### config.mk
export PLATFORM = sky130hd
export DESIGN_NAME = ahs_homing_seq
export DESIGN_NICKNAME = d
export VERILOG_FILES = /design/src/hdl/ahs_pkg.sv /design/src/hdl/ahs_homing_seq.sv /design/src/hdl/ahs_ramp.sv /design/src/hdl/ahs_grid.sv
export SDC_FILE = /design/constraint.sdc
export NUM_CORES = 2
export LEC_CHECK = 0
export BUFFER_PORTS_ARGS = -buffer_cell sky130_fd_sc_hd__buf_2
export CAP_MARGIN = 20
export CORE_MARGIN = 5
export CORE_UTILIZATION = 35
export CTS_CLUSTER_DIAMETER = 150
export DETAILED_ROUTE_END_ITERATION = 16
export PLACE_DENSITY = 0.52
export SLEW_MARGIN = 40
export SYNTH_ARGS = -nofsm -noshare
export SYNTH_HDL_FRONTEND = slang
export SYNTH_SLANG_ARGS = --single-unit
### constraint.sdc
create_clock -name ref_clk_i -period 8.3 [get_ports ref_clk_i]
set_input_delay 0.415 -clock ref_clk_i [delete_from_list [all_inputs] [get_ports ref_clk_i]]
set_output_delay 0.415 -clock ref_clk_i [all_outputs]
set_load 0.02 [all_outputs]
### src/hdl/ahs_pkg.sv
package ahs_pkg;

	// ============================================================
	// widths
	localparam int POS_W = 32;
	localparam int SPD_W = 16;

	// ============================================================
	// reset values and direction codes
	localparam logic [POS_W-1:0] AHS_POS_RST = 32'h0000_0000;
	localparam logic [SPD_W:0]   AHS_SPD_RST = 17'h0_0000;
	localparam logic             AHS_DIR_POS = 1'b0;
	localparam logic             AHS_DIR_NEG = 1'b1;

	// ============================================================
	// approach speed guidance in mm/min, for whoever fills the config
	localparam int AHS_APPROACH_LOW_MM_MIN  = 100;
	localparam int AHS_APPROACH_HIGH_MM_MIN = 300;
	localparam int AHS_APPROACH_MAX_MM_MIN  = 500;

	// ============================================================
	// command kinds
	typedef enum logic {
		AHS_CMD_MOVE,
		AHS_CMD_HOME
	} ahs_cmd_kind_t;

	// axis settings, speeds are position units per clock, magnitudes
	typedef struct packed {
		logic [SPD_W-1:0] homing_rapid_rate;
		logic [SPD_W-1:0] rapid_rate;
		logic [SPD_W-1:0] homing_approach_speed;
		logic [SPD_W-1:0] decel_step;
		logic [POS_W-1:0] grid_space;
		logic [POS_W-1:0] screw_pitch;
		logic [POS_W-1:0] grid_mask;
		logic [POS_W-1:0] home_shift_amount;
		logic [POS_W-1:0] machine_zero_offset;
		logic             dir_neg;
		logic             noref;
		logic             hs_return_en;
	} ahs_cfg_t;

	typedef struct packed {
		ahs_cmd_kind_t    kind;
		logic             manual;
		logic [POS_W-1:0] target;
	} ahs_cmd_t;

	typedef struct packed {
		logic             homed;
		logic             busy;
		logic [POS_W-1:0] grid_amount;
		logic [POS_W-1:0] machine_pos;
	} ahs_stat_t;

endpackage

### src/hdl/ahs_homing_seq.sv
`timescale 1ns/10ps
// Notes on behaviour
// a dog homing starts toward the dog at the homing rapid rate
// dog seen in rapid: ramp to stop, then step to approach speed
// after dog release, stop at first valid grid point: electrical zero
// first homing is dog type; later ones may use high-speed return
// high-speed return goes straight to stored reference at general rapid
// a non-homing move before any homing is refused with an error pulse
// grid points come from the encoder index pulse
// further grid points repeat at the configured grid spacing
// grid points within the mask distance after dog release are ignored
// grid amount is release (or mask end) to electrical zero distance
// reference is electrical zero plus shift in homing direction
// after deceleration, direction setting 0 is positive, 1 negative
// no-reference setting 1 skips homing and allows motion
// after homing, machine position puts reference at the zero offset
// approach speed is applied as a step, no ramp
// homing rapid rate applies to manual and automatic homing alike
// the user picks a mask giving about half a grid space amount
// grid spacing 0 means the screw pitch is used
// homed flag clears at reset, sets when stopped at reference
module ahs_homing_seq
	import ahs_pkg::*;
(
	input  wire logic                      ref_clk_i,
	input  wire logic                      rst_b_i,
	input  wire ahs_pkg::ahs_cfg_t         cfg_i,
	input  wire logic                      cmd_valid_i,
	input  wire ahs_pkg::ahs_cmd_t         cmd_i,
	output logic                           cmd_ready_o,
	input  wire logic                      dog_i,
	input  wire logic                      index_i,
	input  wire logic signed [POS_W-1:0]   pos_i,
	output logic signed [SPD_W:0]          speed_o,
	output logic                           not_homed_motion_error_o,
	output ahs_pkg::ahs_stat_t             stat_o
);
	import ahs_pkg::*;

	typedef enum logic [3:0] {
		ST_IDLE,
		ST_RAPID,
		ST_DECEL,
		ST_APPROACH,
		ST_MASK,
		ST_SEEK,
		ST_SHIFT,
		ST_POSN
	} ahs_state_t;

	ahs_state_t              state_r;
	logic signed [POS_W-1:0] mark_r;
	logic signed [POS_W-1:0] tgt_r;
	logic signed [POS_W-1:0] ref_pos_r;
	logic        [POS_W-1:0] grid_amount_r;
	logic signed [POS_W-1:0] machine_pos_r;
	logic                    homed_r;
	logic                    home_move_r;
	logic                    posn_neg_r;
	logic                    err_r;
	logic signed [SPD_W:0]   spd_target;
	logic                    spd_jump;
	logic                    grid_pt;
	logic        [POS_W-1:0] trav_w;
	logic                    take;
	logic                    take_home;
	logic                    take_move;
	logic                    reached;
	logic                    home_done;

	// magnitude plus direction to a signed speed
	function automatic logic signed [SPD_W:0] sgn_spd(input logic [SPD_W-1:0] mag, input logic neg);
		sgn_spd = neg ? -$signed({1'b0, mag}) : $signed({1'b0, mag});
	endfunction

	// ============================================================
	// submodules
	ahs_grid #(
		.W (POS_W)
	) u_grid (
		.ref_clk_i     (ref_clk_i),
		.rst_b_i       (rst_b_i),
		.index_i       (index_i),
		.pos_i         (pos_i),
		.grid_space_i  (cfg_i.grid_space),
		.screw_pitch_i (cfg_i.screw_pitch),
		.grid_o        (grid_pt)
	);

	ahs_ramp #(
		.W (SPD_W + 1)
	) u_ramp (
		.ref_clk_i (ref_clk_i),
		.rst_b_i   (rst_b_i),
		.target_i  (spd_target),
		.step_i    (cfg_i.decel_step),
		.jump_i    (spd_jump),
		.speed_o   (speed_o)
	);

	// ============================================================
	// handshake and decode
	assign cmd_ready_o = (state_r == ST_IDLE);
	assign take        = cmd_valid_i && cmd_ready_o;
	assign take_home   = take && cmd_i.kind == AHS_CMD_HOME;
	assign take_move   = take && cmd_i.kind == AHS_CMD_MOVE;
	assign trav_w      = (pos_i >= mark_r) ? POS_W'(pos_i - mark_r) : POS_W'(mark_r - pos_i);
	assign reached     = posn_neg_r ? (pos_i <= tgt_r) : (pos_i >= tgt_r);
	assign home_done   = (state_r == ST_SEEK && grid_pt && cfg_i.home_shift_amount == '0) ||
	                     (state_r == ST_SHIFT && trav_w >= cfg_i.home_shift_amount);

	// ============================================================
	// speed target per phase; search phases and idle step, the rest ramp
	always_comb begin
		spd_jump = 1'b0;
		case (state_r)
			ST_RAPID: begin
				spd_target = sgn_spd(cfg_i.homing_rapid_rate, cfg_i.dir_neg);
			end
			ST_DECEL: begin
				spd_target = AHS_SPD_RST;
			end
			ST_APPROACH, ST_MASK, ST_SEEK, ST_SHIFT: begin
				spd_target = sgn_spd(cfg_i.homing_approach_speed, cfg_i.dir_neg);
				spd_jump   = 1'b1;
			end
			ST_POSN: begin
				spd_target = sgn_spd(cfg_i.rapid_rate, posn_neg_r);
			end
			default: begin
				spd_target = AHS_SPD_RST;
				spd_jump   = 1'b1; // hard stop when idle: a homing without shift stops a few approach steps past the grid point
			end
		endcase
	end

	// ============================================================
	// sequencer; positioning has no braking zone, so the axis may overrun
	// by what it travels in the stopping cycles
	always_ff @(posedge ref_clk_i) begin
		if (!rst_b_i) begin
			state_r     <= ST_IDLE;
			mark_r      <= AHS_POS_RST;
			tgt_r       <= AHS_POS_RST;
			home_move_r <= 1'b0;
			posn_neg_r  <= AHS_DIR_POS;
		end else begin
			case (state_r)
				ST_IDLE: begin
					if (take_home && !cfg_i.noref) begin
						if (homed_r && cfg_i.hs_return_en) begin
							state_r     <= ST_POSN;
							tgt_r       <= ref_pos_r;
							posn_neg_r  <= (ref_pos_r < pos_i);
							home_move_r <= 1'b1;
						end else begin
							state_r <= ST_RAPID;
						end
					end else if (take_move && (homed_r || cfg_i.noref)) begin
						state_r     <= ST_POSN;
						tgt_r       <= $signed(cmd_i.target);
						posn_neg_r  <= ($signed(cmd_i.target) < pos_i);
						home_move_r <= 1'b0;
					end
				end
				ST_RAPID: begin
					if (dog_i) begin
						state_r <= ST_DECEL;
					end
				end
				ST_DECEL: begin
					if (speed_o == AHS_SPD_RST) begin
						state_r <= ST_APPROACH;
					end
				end
				ST_APPROACH: begin
					if (!dog_i) begin
						mark_r  <= pos_i;
						state_r <= (cfg_i.grid_mask == '0) ? ST_SEEK : ST_MASK;
					end
				end
				ST_MASK: begin
					if (trav_w >= cfg_i.grid_mask) begin
						mark_r  <= pos_i;
						state_r <= ST_SEEK;
					end
				end
				ST_SEEK: begin
					if (grid_pt) begin
						mark_r  <= pos_i;
						state_r <= (cfg_i.home_shift_amount == '0) ? ST_IDLE : ST_SHIFT;
					end
				end
				ST_SHIFT: begin
					if (home_done) begin
						state_r <= ST_IDLE;
					end
				end
				ST_POSN: begin
					if (reached) begin
						state_r <= ST_IDLE;
					end
				end
				default: begin
					state_r <= ST_IDLE;
				end
			endcase
		end
	end

	// ============================================================
	// reference point and grid amount captured at the electrical zero
	always_ff @(posedge ref_clk_i) begin
		if (!rst_b_i) begin
			ref_pos_r     <= AHS_POS_RST;
			grid_amount_r <= AHS_POS_RST;
		end else if (state_r == ST_SEEK && grid_pt) begin
			grid_amount_r <= trav_w;
			if (cfg_i.dir_neg == AHS_DIR_NEG) begin
				ref_pos_r <= pos_i - $signed(cfg_i.home_shift_amount);
			end else begin
				ref_pos_r <= pos_i + $signed(cfg_i.home_shift_amount);
			end
		end
	end

	// ============================================================
	// homed flag: only reset clears it
	always_ff @(posedge ref_clk_i) begin
		if (!rst_b_i) begin
			homed_r <= 1'b0;
		end else if (home_done) begin
			homed_r <= 1'b1;
		end
	end

	// ============================================================
	// refused motion before homing gives a one-cycle error pulse
	always_ff @(posedge ref_clk_i) begin
		if (!rst_b_i) begin
			err_r <= 1'b0;
		end else begin
			err_r <= take_move && !homed_r && !cfg_i.noref;
		end
	end

	// ============================================================
	// machine coordinate; before homing it is the raw feedback
	always_ff @(posedge ref_clk_i) begin
		if (!rst_b_i) begin
			machine_pos_r <= AHS_POS_RST;
		end else if (homed_r) begin
			machine_pos_r <= pos_i - ref_pos_r + $signed(cfg_i.machine_zero_offset);
		end else begin
			machine_pos_r <= pos_i;
		end
	end

	assign not_homed_motion_error_o = err_r;
	assign stat_o.homed             = homed_r;
	assign stat_o.busy              = (state_r != ST_IDLE);
	assign stat_o.grid_amount       = grid_amount_r;
	assign stat_o.machine_pos       = machine_pos_r;

	// helper: cycles spent braking; a full-scale speed at step 1 is the longest case
	localparam int DECEL_CYC_MAX = 2 ** SPD_W;

	logic [SPD_W+1:0] decel_cnt_r;

	always_ff @(posedge ref_clk_i) begin
		if (!rst_b_i || state_r != ST_DECEL) begin
			decel_cnt_r <= '0;
		end else begin
			decel_cnt_r <= decel_cnt_r + 1'b1;
		end
	end
endmodule

### src/hdl/ahs_ramp.sv
`timescale 1ns/10ps
// speed generator: ramps toward the target, or steps when jump_i is high
module ahs_ramp #(
	parameter int W = 17
) (
	input  wire logic                ref_clk_i,
	input  wire logic                rst_b_i,
	input  wire logic signed [W-1:0] target_i,
	input  wire logic        [W-2:0] step_i,
	input  wire logic                jump_i,
	output logic signed      [W-1:0] speed_o
);
	logic signed [W-1:0] step_s;
	logic signed [W-1:0] diff;

	assign step_s = $signed({1'b0, step_i});
	assign diff   = target_i - speed_o;

	// ============================================================
	// a zero step would freeze the axis, so it is treated as a jump
	always_ff @(posedge ref_clk_i) begin
		if (!rst_b_i) begin
			speed_o <= '0;
		end else if (jump_i || step_i == '0) begin
			speed_o <= target_i;
		end else if (diff > step_s) begin
			speed_o <= speed_o + step_s;
		end else if (diff < -step_s) begin
			speed_o <= speed_o - step_s;
		end else begin
			speed_o <= target_i;
		end
	end
endmodule

### src/hdl/ahs_grid.sv
`timescale 1ns/10ps
// grid point generator from the encoder index and travelled distance
module ahs_grid #(
	parameter int W = 32
) (
	input  wire logic                ref_clk_i,
	input  wire logic                rst_b_i,
	input  wire logic                index_i,
	input  wire logic signed [W-1:0] pos_i,
	input  wire logic        [W-1:0] grid_space_i,
	input  wire logic        [W-1:0] screw_pitch_i,
	output logic                     grid_o
);
	logic signed [W-1:0] prev_r;
	logic        [W-1:0] phase_r;
	logic        [W-1:0] phase_nxt;
	logic        [W-1:0] space;

	// zero spacing falls back to the screw pitch
	assign space     = (grid_space_i == '0) ? screw_pitch_i : grid_space_i;
	assign phase_nxt = phase_r + ((pos_i >= prev_r) ? W'(pos_i - prev_r) : W'(prev_r - pos_i));

	// ============================================================
	// the index realigns the phase; between indexes points repeat every space
	always_ff @(posedge ref_clk_i) begin
		if (!rst_b_i) begin
			prev_r  <= '0;
			phase_r <= '0;
			grid_o  <= 1'b0;
		end else begin
			prev_r <= pos_i;
			if (index_i) begin
				phase_r <= '0;
				grid_o  <= 1'b1;
			end else if (space != '0 && phase_nxt >= space) begin
				phase_r <= phase_nxt - space;
				grid_o  <= 1'b1;
			end else begin
				phase_r <= phase_nxt;
				grid_o  <= 1'b0;
			end
		end
	end
endmodule

**Yosys cells after proc, flatten, opt, wreduce, memory -nomap -nowiden**

Cells that the tools add are included.

- Flip-flop bits (word level): 249
- Bits in latches: 0
- RAM bits: 0
- Memory bits (read-only): 0
- Input port bits: 298
- Output and inout port bits: 85
- Word-level logic and storage cells: 132
- Memories kept: 0

- $add $sub $neg: 17
- Multiply operators: 0
- Div/mod/pow operators: 0
- $lt $le $gt $ge: 11
- Equality and inequality tests: 16
- Shift operators: 0
- Mux-type cells: 40
- Bitwise logic cells: 2
- Reductions and logical operators: 33

Operators by type and width:

| cell | number |
|---|---|
| 2-to-1 mux 32 bit | 12 |
| subtractor 32 bit | 7 |
| greater-or-equal comparator 32 bit | 6 |
| 2-to-1 mux 17 bit | 6 |
| adder 32 bit | 3 |
| logical NOT 32 bit | 3 |
| case mux 32 bit (3 select lines) | 1 |
| negation 16 -> 17 bit | 4 |
| less-than comparator 32 bit | 2 |
| case mux 17 bit (3 select lines) | 1 |
| 2-to-1 mux 4 bit | 9 |
| subtractor 17 bit | 2 |
| less-or-equal comparator 32 bit | 1 |
| case mux 4 bit (8 select lines) | 1 |
| nonzero test 32 bit | 1 |
| adder 17 bit | 1 |
| greater-than comparator 17 bit | 1 |
| logical NOT 17 bit | 1 |
| less-than comparator 17 bit | 1 |
| equality test 4 x 3 -> 1 bit, second input constant | 4 |
| logical NOT 16 bit | 1 |
| logical AND 1 bit | 12 |
| inequality test 2 bit, second input constant | 6 |
| equality test 4 x 2 -> 1 bit, second input constant | 2 |
| other kinds (18) | 31 |

**Logic depth before layout (Yosys ltp)**

- Depth in word-level cells: 8
- Depth in mapped cells: 36
- Mapped depth without buffers: 33

**Cells and area by module**

A second synthesis with hierarchy kept.

- Cell total of the unflattened synthesis: 4318
- Area, all modules: 32542.5 µm²

Modules (own cells, without submodules):

| module | instances | cells each | area each (µm²) | seq. area each (µm²) |
|---|---|---|---|---|
| ahs_homing_seq | 1 | 2559 | 19461.2 | 3323.2 |
| ahs_grid | 1 | 1212 | 8993.6 | 1301.2 |
| ahs_ramp | 1 | 547 | 4087.7 | 340.3 |

**Worst setup path after synthesis**

No wires, ideal clock.

- Path kind: input-to-reg
- From: in pos_i[29]
- To: reg u_grid.phase_r[17]
- Library setup time: 128 ps
- Data arrival time: 7743 ps
- Required time: 8172 ps
- Path slack: 429 ps
- Stages: 34
- Buffers on the path: 4
- Cell sequence: inv_1 ha_1 a21o_1 a2111o_1 a211oi_1 o2111ai_1 o21ai_1 clkbuf_1 clkbuf_1 buf_1 nor3_1 a31oi_1 xor2_1 ha_1 or3_1 or3_1 nor3_1 o31ai_1 a21oi_1 o21bai_1 a21oi_1 xnor2_1 ha_1 a211oi_1 nor2_1 o311a_1 a2111oi_0 or2_2 o211ai_1 a21oi_1 clkbuf_1 nor2_1 a21oi_1 nor2_1

- Word-level cells in the longest chain between the ends: 6
- Elaborated cells on any way between the ends: 9
- Classes of those cells: add/sub: 4; order compare: 2; mux: 2; reduce/logical: 1

Ends and longest elaborated chain:

| element | line | text |
|---|---|---|
| start, declared | ahs_homing_seq.sv:33 | `input wire logic signed [POS_W-1:0] pos_i,` |
| subtractor 32 bit / greater-or-equal comparator 32 bit (equally long branches) | ahs_grid.sv:21 | `assign phase_nxt = phase_r + ((pos_i >= prev_r) ? W'(pos_i - prev_r) : W'(prev_r - pos_i));` |
| 2-to-1 mux 32 bit (*) | ahs_grid.sv:21 |  |
| adder 32 bit (*) | ahs_grid.sv:21 |  |
| greater-or-equal comparator 32 bit | ahs_grid.sv:35 | `end else if (space != '0 && phase_nxt >= space) begin` |
| logical AND 1 bit | ahs_grid.sv:35 |  |
| 2-to-1 mux 32 bit (*) | ahs_grid.sv:35 |  |
| end signal, assigned | ahs_grid.sv:36 | `phase_r <= phase_nxt - space;` |
| end signal, assigned | ahs_grid.sv:39 | `phase_r <= phase_nxt;` |
| end, declared | ahs_grid.sv:15 | `logic [W-1:0] phase_r;` |

Mark *: on every way between the ends. The rest lies on a longest branch, timed or not.
A chain may end at the register's enable or synchronous reset.

**Final worst setup path**

- From: reg u_grid.prev_r[0]
- To: reg u_grid.phase_r[15]

- Word-level cells in the longest chain between the ends: 6
- Elaborated cells on any way between the ends: 9
- Classes of those cells: add/sub: 4; order compare: 2; mux: 2; reduce/logical: 1

Ends and longest elaborated chain:

| element | line | text |
|---|---|---|
| start, declared | ahs_grid.sv:14 | `logic signed [W-1:0] prev_r;` |
| start signal, assigned | ahs_grid.sv:31 | `prev_r <= pos_i;` |
| subtractor 32 bit / greater-or-equal comparator 32 bit (equally long branches) | ahs_grid.sv:21 |  |
| 2-to-1 mux 32 bit (*) | ahs_grid.sv:21 |  |
| adder 32 bit (*) | ahs_grid.sv:21 |  |
| greater-or-equal comparator 32 bit | ahs_grid.sv:35 |  |
| logical AND 1 bit | ahs_grid.sv:35 |  |
| 2-to-1 mux 32 bit (*) | ahs_grid.sv:35 |  |

Marked as above.

==> metrics.txt <==
status finished, final reports clean; Die Y 312 µm; Mapped Area 32000 µm²; met1 GRT Util 31.9%; core area 90400 µm²; GRT overflow 0; TritonCTS clock tree built; setup violators final 0; Final min period 7.75 ns; layout cells sized above 1 14.2%; DRC 0; RSZ-0062 raised after global routing false; Clock Latency Late Sink 0.57 ns; worst vdd ir 0.000191 V; Final ANT Viol Nets 0; pwr/cell area 331 nW/µm²; Max-slew headroom 36.1%; Logic pwr share 73.8%; register area 4970 µm²; iteration-0 DRC count of the detailed router 2065; Synth cell types 88; width of the die 312 µm; MaxCap Viol Count 0; maximum clock insertion buffer count 3; Final Hold Vio Count 0; io pins 383; Worst EP required 8.80 ns; GPL Wtd Cong 0.992; Fmax 129 MHz; WL per Instance 20.7 µm; met2 usage 39.3%; critical path class reg2reg; drt pass-1 iters 5; hold_ws 0.126 ns; FF-to-FF Start u_grid.prev_r[0]; reg2reg setup slack 0.55 ns; measured slew at the worst slew-check pin 0.948 ns; GRT Total Usage 24.1%; initial antenna violation count 42; CP top delay family compound AO/OA/AOI/OAI gates; hold_sp cmd_i[1]; CP max stage delay 0.46 ns; Post-Syn Nets 5121; post-cts hold buffer count 0; Sink Count 248; synthesis warning total 0; via count 32900; busiest grt layer met2; Pint 6.26 mW; largest net degree at the start of global routing 78; switching power 6.20 mW; HP Class in2reg; WP buf/inv 5; Post-synth EDFFs 0; hold path depth 3; number of global-route vias before repair 32200; Sw Share 49.7%; TritonCTS buffer count 37; clock share of power 13.4%; Die Area 97500 µm²; initial core utilization 35.4%; port bufs 381; setup TNS 0 ns; clock root buffer clkbuf_16; sequential element share of the synthesized area 15.5%; Synth Instances 4286; final wirelength 123000 µm; register share of total power 12.8%; slowest CP cell a221oi_1; final-layout fill cell count 9491; first-pass GRT wire length 186000 µm; Startpoint Class flop; Multi-input gate area 24900 µm²; Async SR Flop Fraction 0%; Final HPWL DP 103000 µm; Synth Register Bits 248; most common flop cell mapped by yosys dfxtp_1; Fin Clk Skew 0.0330 ns; Clk pin slew, worst setup/hold paths 0.06 ns; P&R area growth vs syn 17.5%; RR Endpoint u_grid.phase_r[15]; CP endpoint kind flop; LEAKAGE 17.7 nW; fin. max-slew vios 0; Mean Syn Cell Area 7.46 µm²; Crit path arrival time 8.24 ns; H-tree depth 2; drt via density 5.51; CP Max Fanout 27; std cell rows 110; Hold Path End tgt_r[1]; grt met3 use 4.49%; Tcrit/Tclk final 93.3%; r2r worst-path depth 34; NumNets Final 5560
## worst min-delay path, cell delays in order
cell and delay (ns):
buf_2 0.11, nand2_1 0.05, a311oi_1 0.08
## cells in the mapped netlist, types with 47 or more instances
master      n  area [µm²]
nor2_1    391        1470
nand2_1   276        1040
nand3_1   103         515
dfxtp_1   248        4960
o21a_1     52         390
xor2_1     84         736
nor3_1     89         445
nand4_1    78         488
a21oi_1   401        2010
nand2b_1   52         325
a31oi_1    49         307
nor2b_1    52         325
o21bai_1   47         353
a21o_1    157        1180
ha_1      496        6210
inv_1     427        1600
clkbuf_1  149         559
xnor2_1   183        1600
o21ai_0   206        1030
a211oi_1   58         435
mux2i_1    88         881
## logic make-up after synthesis
| group | after synthesis | synth area share, % |
|---|---|---|
| compound gates | 1302 | 26.4 |
| simple gates | 1241 | 18.6 |
| buf+inv | 593 | 7.01 |
| fa+ha+maj | 537 | 22.0 |
| xor+xnor | 268 | 7.40 |
| flops | 248 | 15.5 |
| mux | 97 | 3.07 |
## worst max path at each step
| stage | slack, ns | startpoint | to | cells after the start |
|---|---|---|---|---|
| after CTS | 0.50 | u_grid.prev_r[0] | u_grid.phase_r[31] | 34 |
| final | 0.55 | u_grid.prev_r[0] | u_grid.phase_r[15] | 34 |
| after global placement | 0.30 | pos_i[0] | u_grid.phase_r[26] | 35 |
| after global routing | 0.003 | u_grid.prev_r[0] | u_grid.phase_r[15] | 34 |
| after floorplan | 0.43 | pos_i[29] | u_grid.phase_r[17] | 34 |
| after detailed placement | 0.19 | pos_i[0] | u_grid.phase_r[7] | 36 |
## timing repair
action | CTS | global route
endpoints found under the setup margin | 0 | 24
resized for setup | 0 | 1
setup buffers | 0 | 0
## placed cells by master (no fill, tap or decap), types with 88 or more instances in the layout
master	instances
a21o_1	157
a21oi_1	400
buf_2	381
buf_4	179
dfxtp_1	246
ha_1	496
inv_1	426
mux2i_1	88
nand2_1	276
nand3_1	102
nor2_1	388
nor3_1	89
o21ai_0	205
xnor2_1	183
## per-layer routing
layer,share of wire (%),wire (µm)
met1,45,55400
met2,45,55000
met3,7.0,8660
met5,0.083,103
met4,3.5,4290
## state kept, by name, indices dropped and copies added (netlist names)
signal	count
homed_r	1
u_grid.grid_o	1
grid_amount_r	32
mark_r	32
not_homed_motion_error_o	1
u_grid.prev_r	32
u_ramp.speed_o	17
posn_neg_r	1
u_grid.phase_r	32
state_r	3
ref_pos_r	32
machine_pos_r	32
tgt_r	32
## power by group through the flow
stage / logic [mW] / clock network [mW] / registers (mW)
after floorplan: 6.30 / 0 / 1.57
after global placement: 9.02 / 0 / 1.61
after detailed placement: 9.06 / 0 / 1.61
after CTS: 9.12 / 1.72 / 1.59
after global routing: 10.2 / 1.76 / 1.61
final: 9.20 / 1.67 / 1.59
## cell type report
class	count	area share, %
diodes	29	0.193
clock buffers	50	2.89
clock inverters	16	0.439
inverters	428	4.29
multi-input cells	3445	66.2
flip-flops and latches	248	13.2
well taps	1176	3.92
repair buffers	565	8.89
## per-stage QoR
step                util, %  cell area (µm²)  power, mW  instances  worst slack, ns
floorplan                 -            32000       7.87       4286            0.429
global placement       40.0            36200       10.6       5861            0.301
detailed placement     40.1            36200       10.7       5862            0.189
CTS                    41.5            37500       12.4       5928            0.502
global route           41.5            37500       13.5       5944          0.00300
finish                 41.6            37600       12.5       5957            0.555
Note: power is estimated with default switching activity, not from simulation.
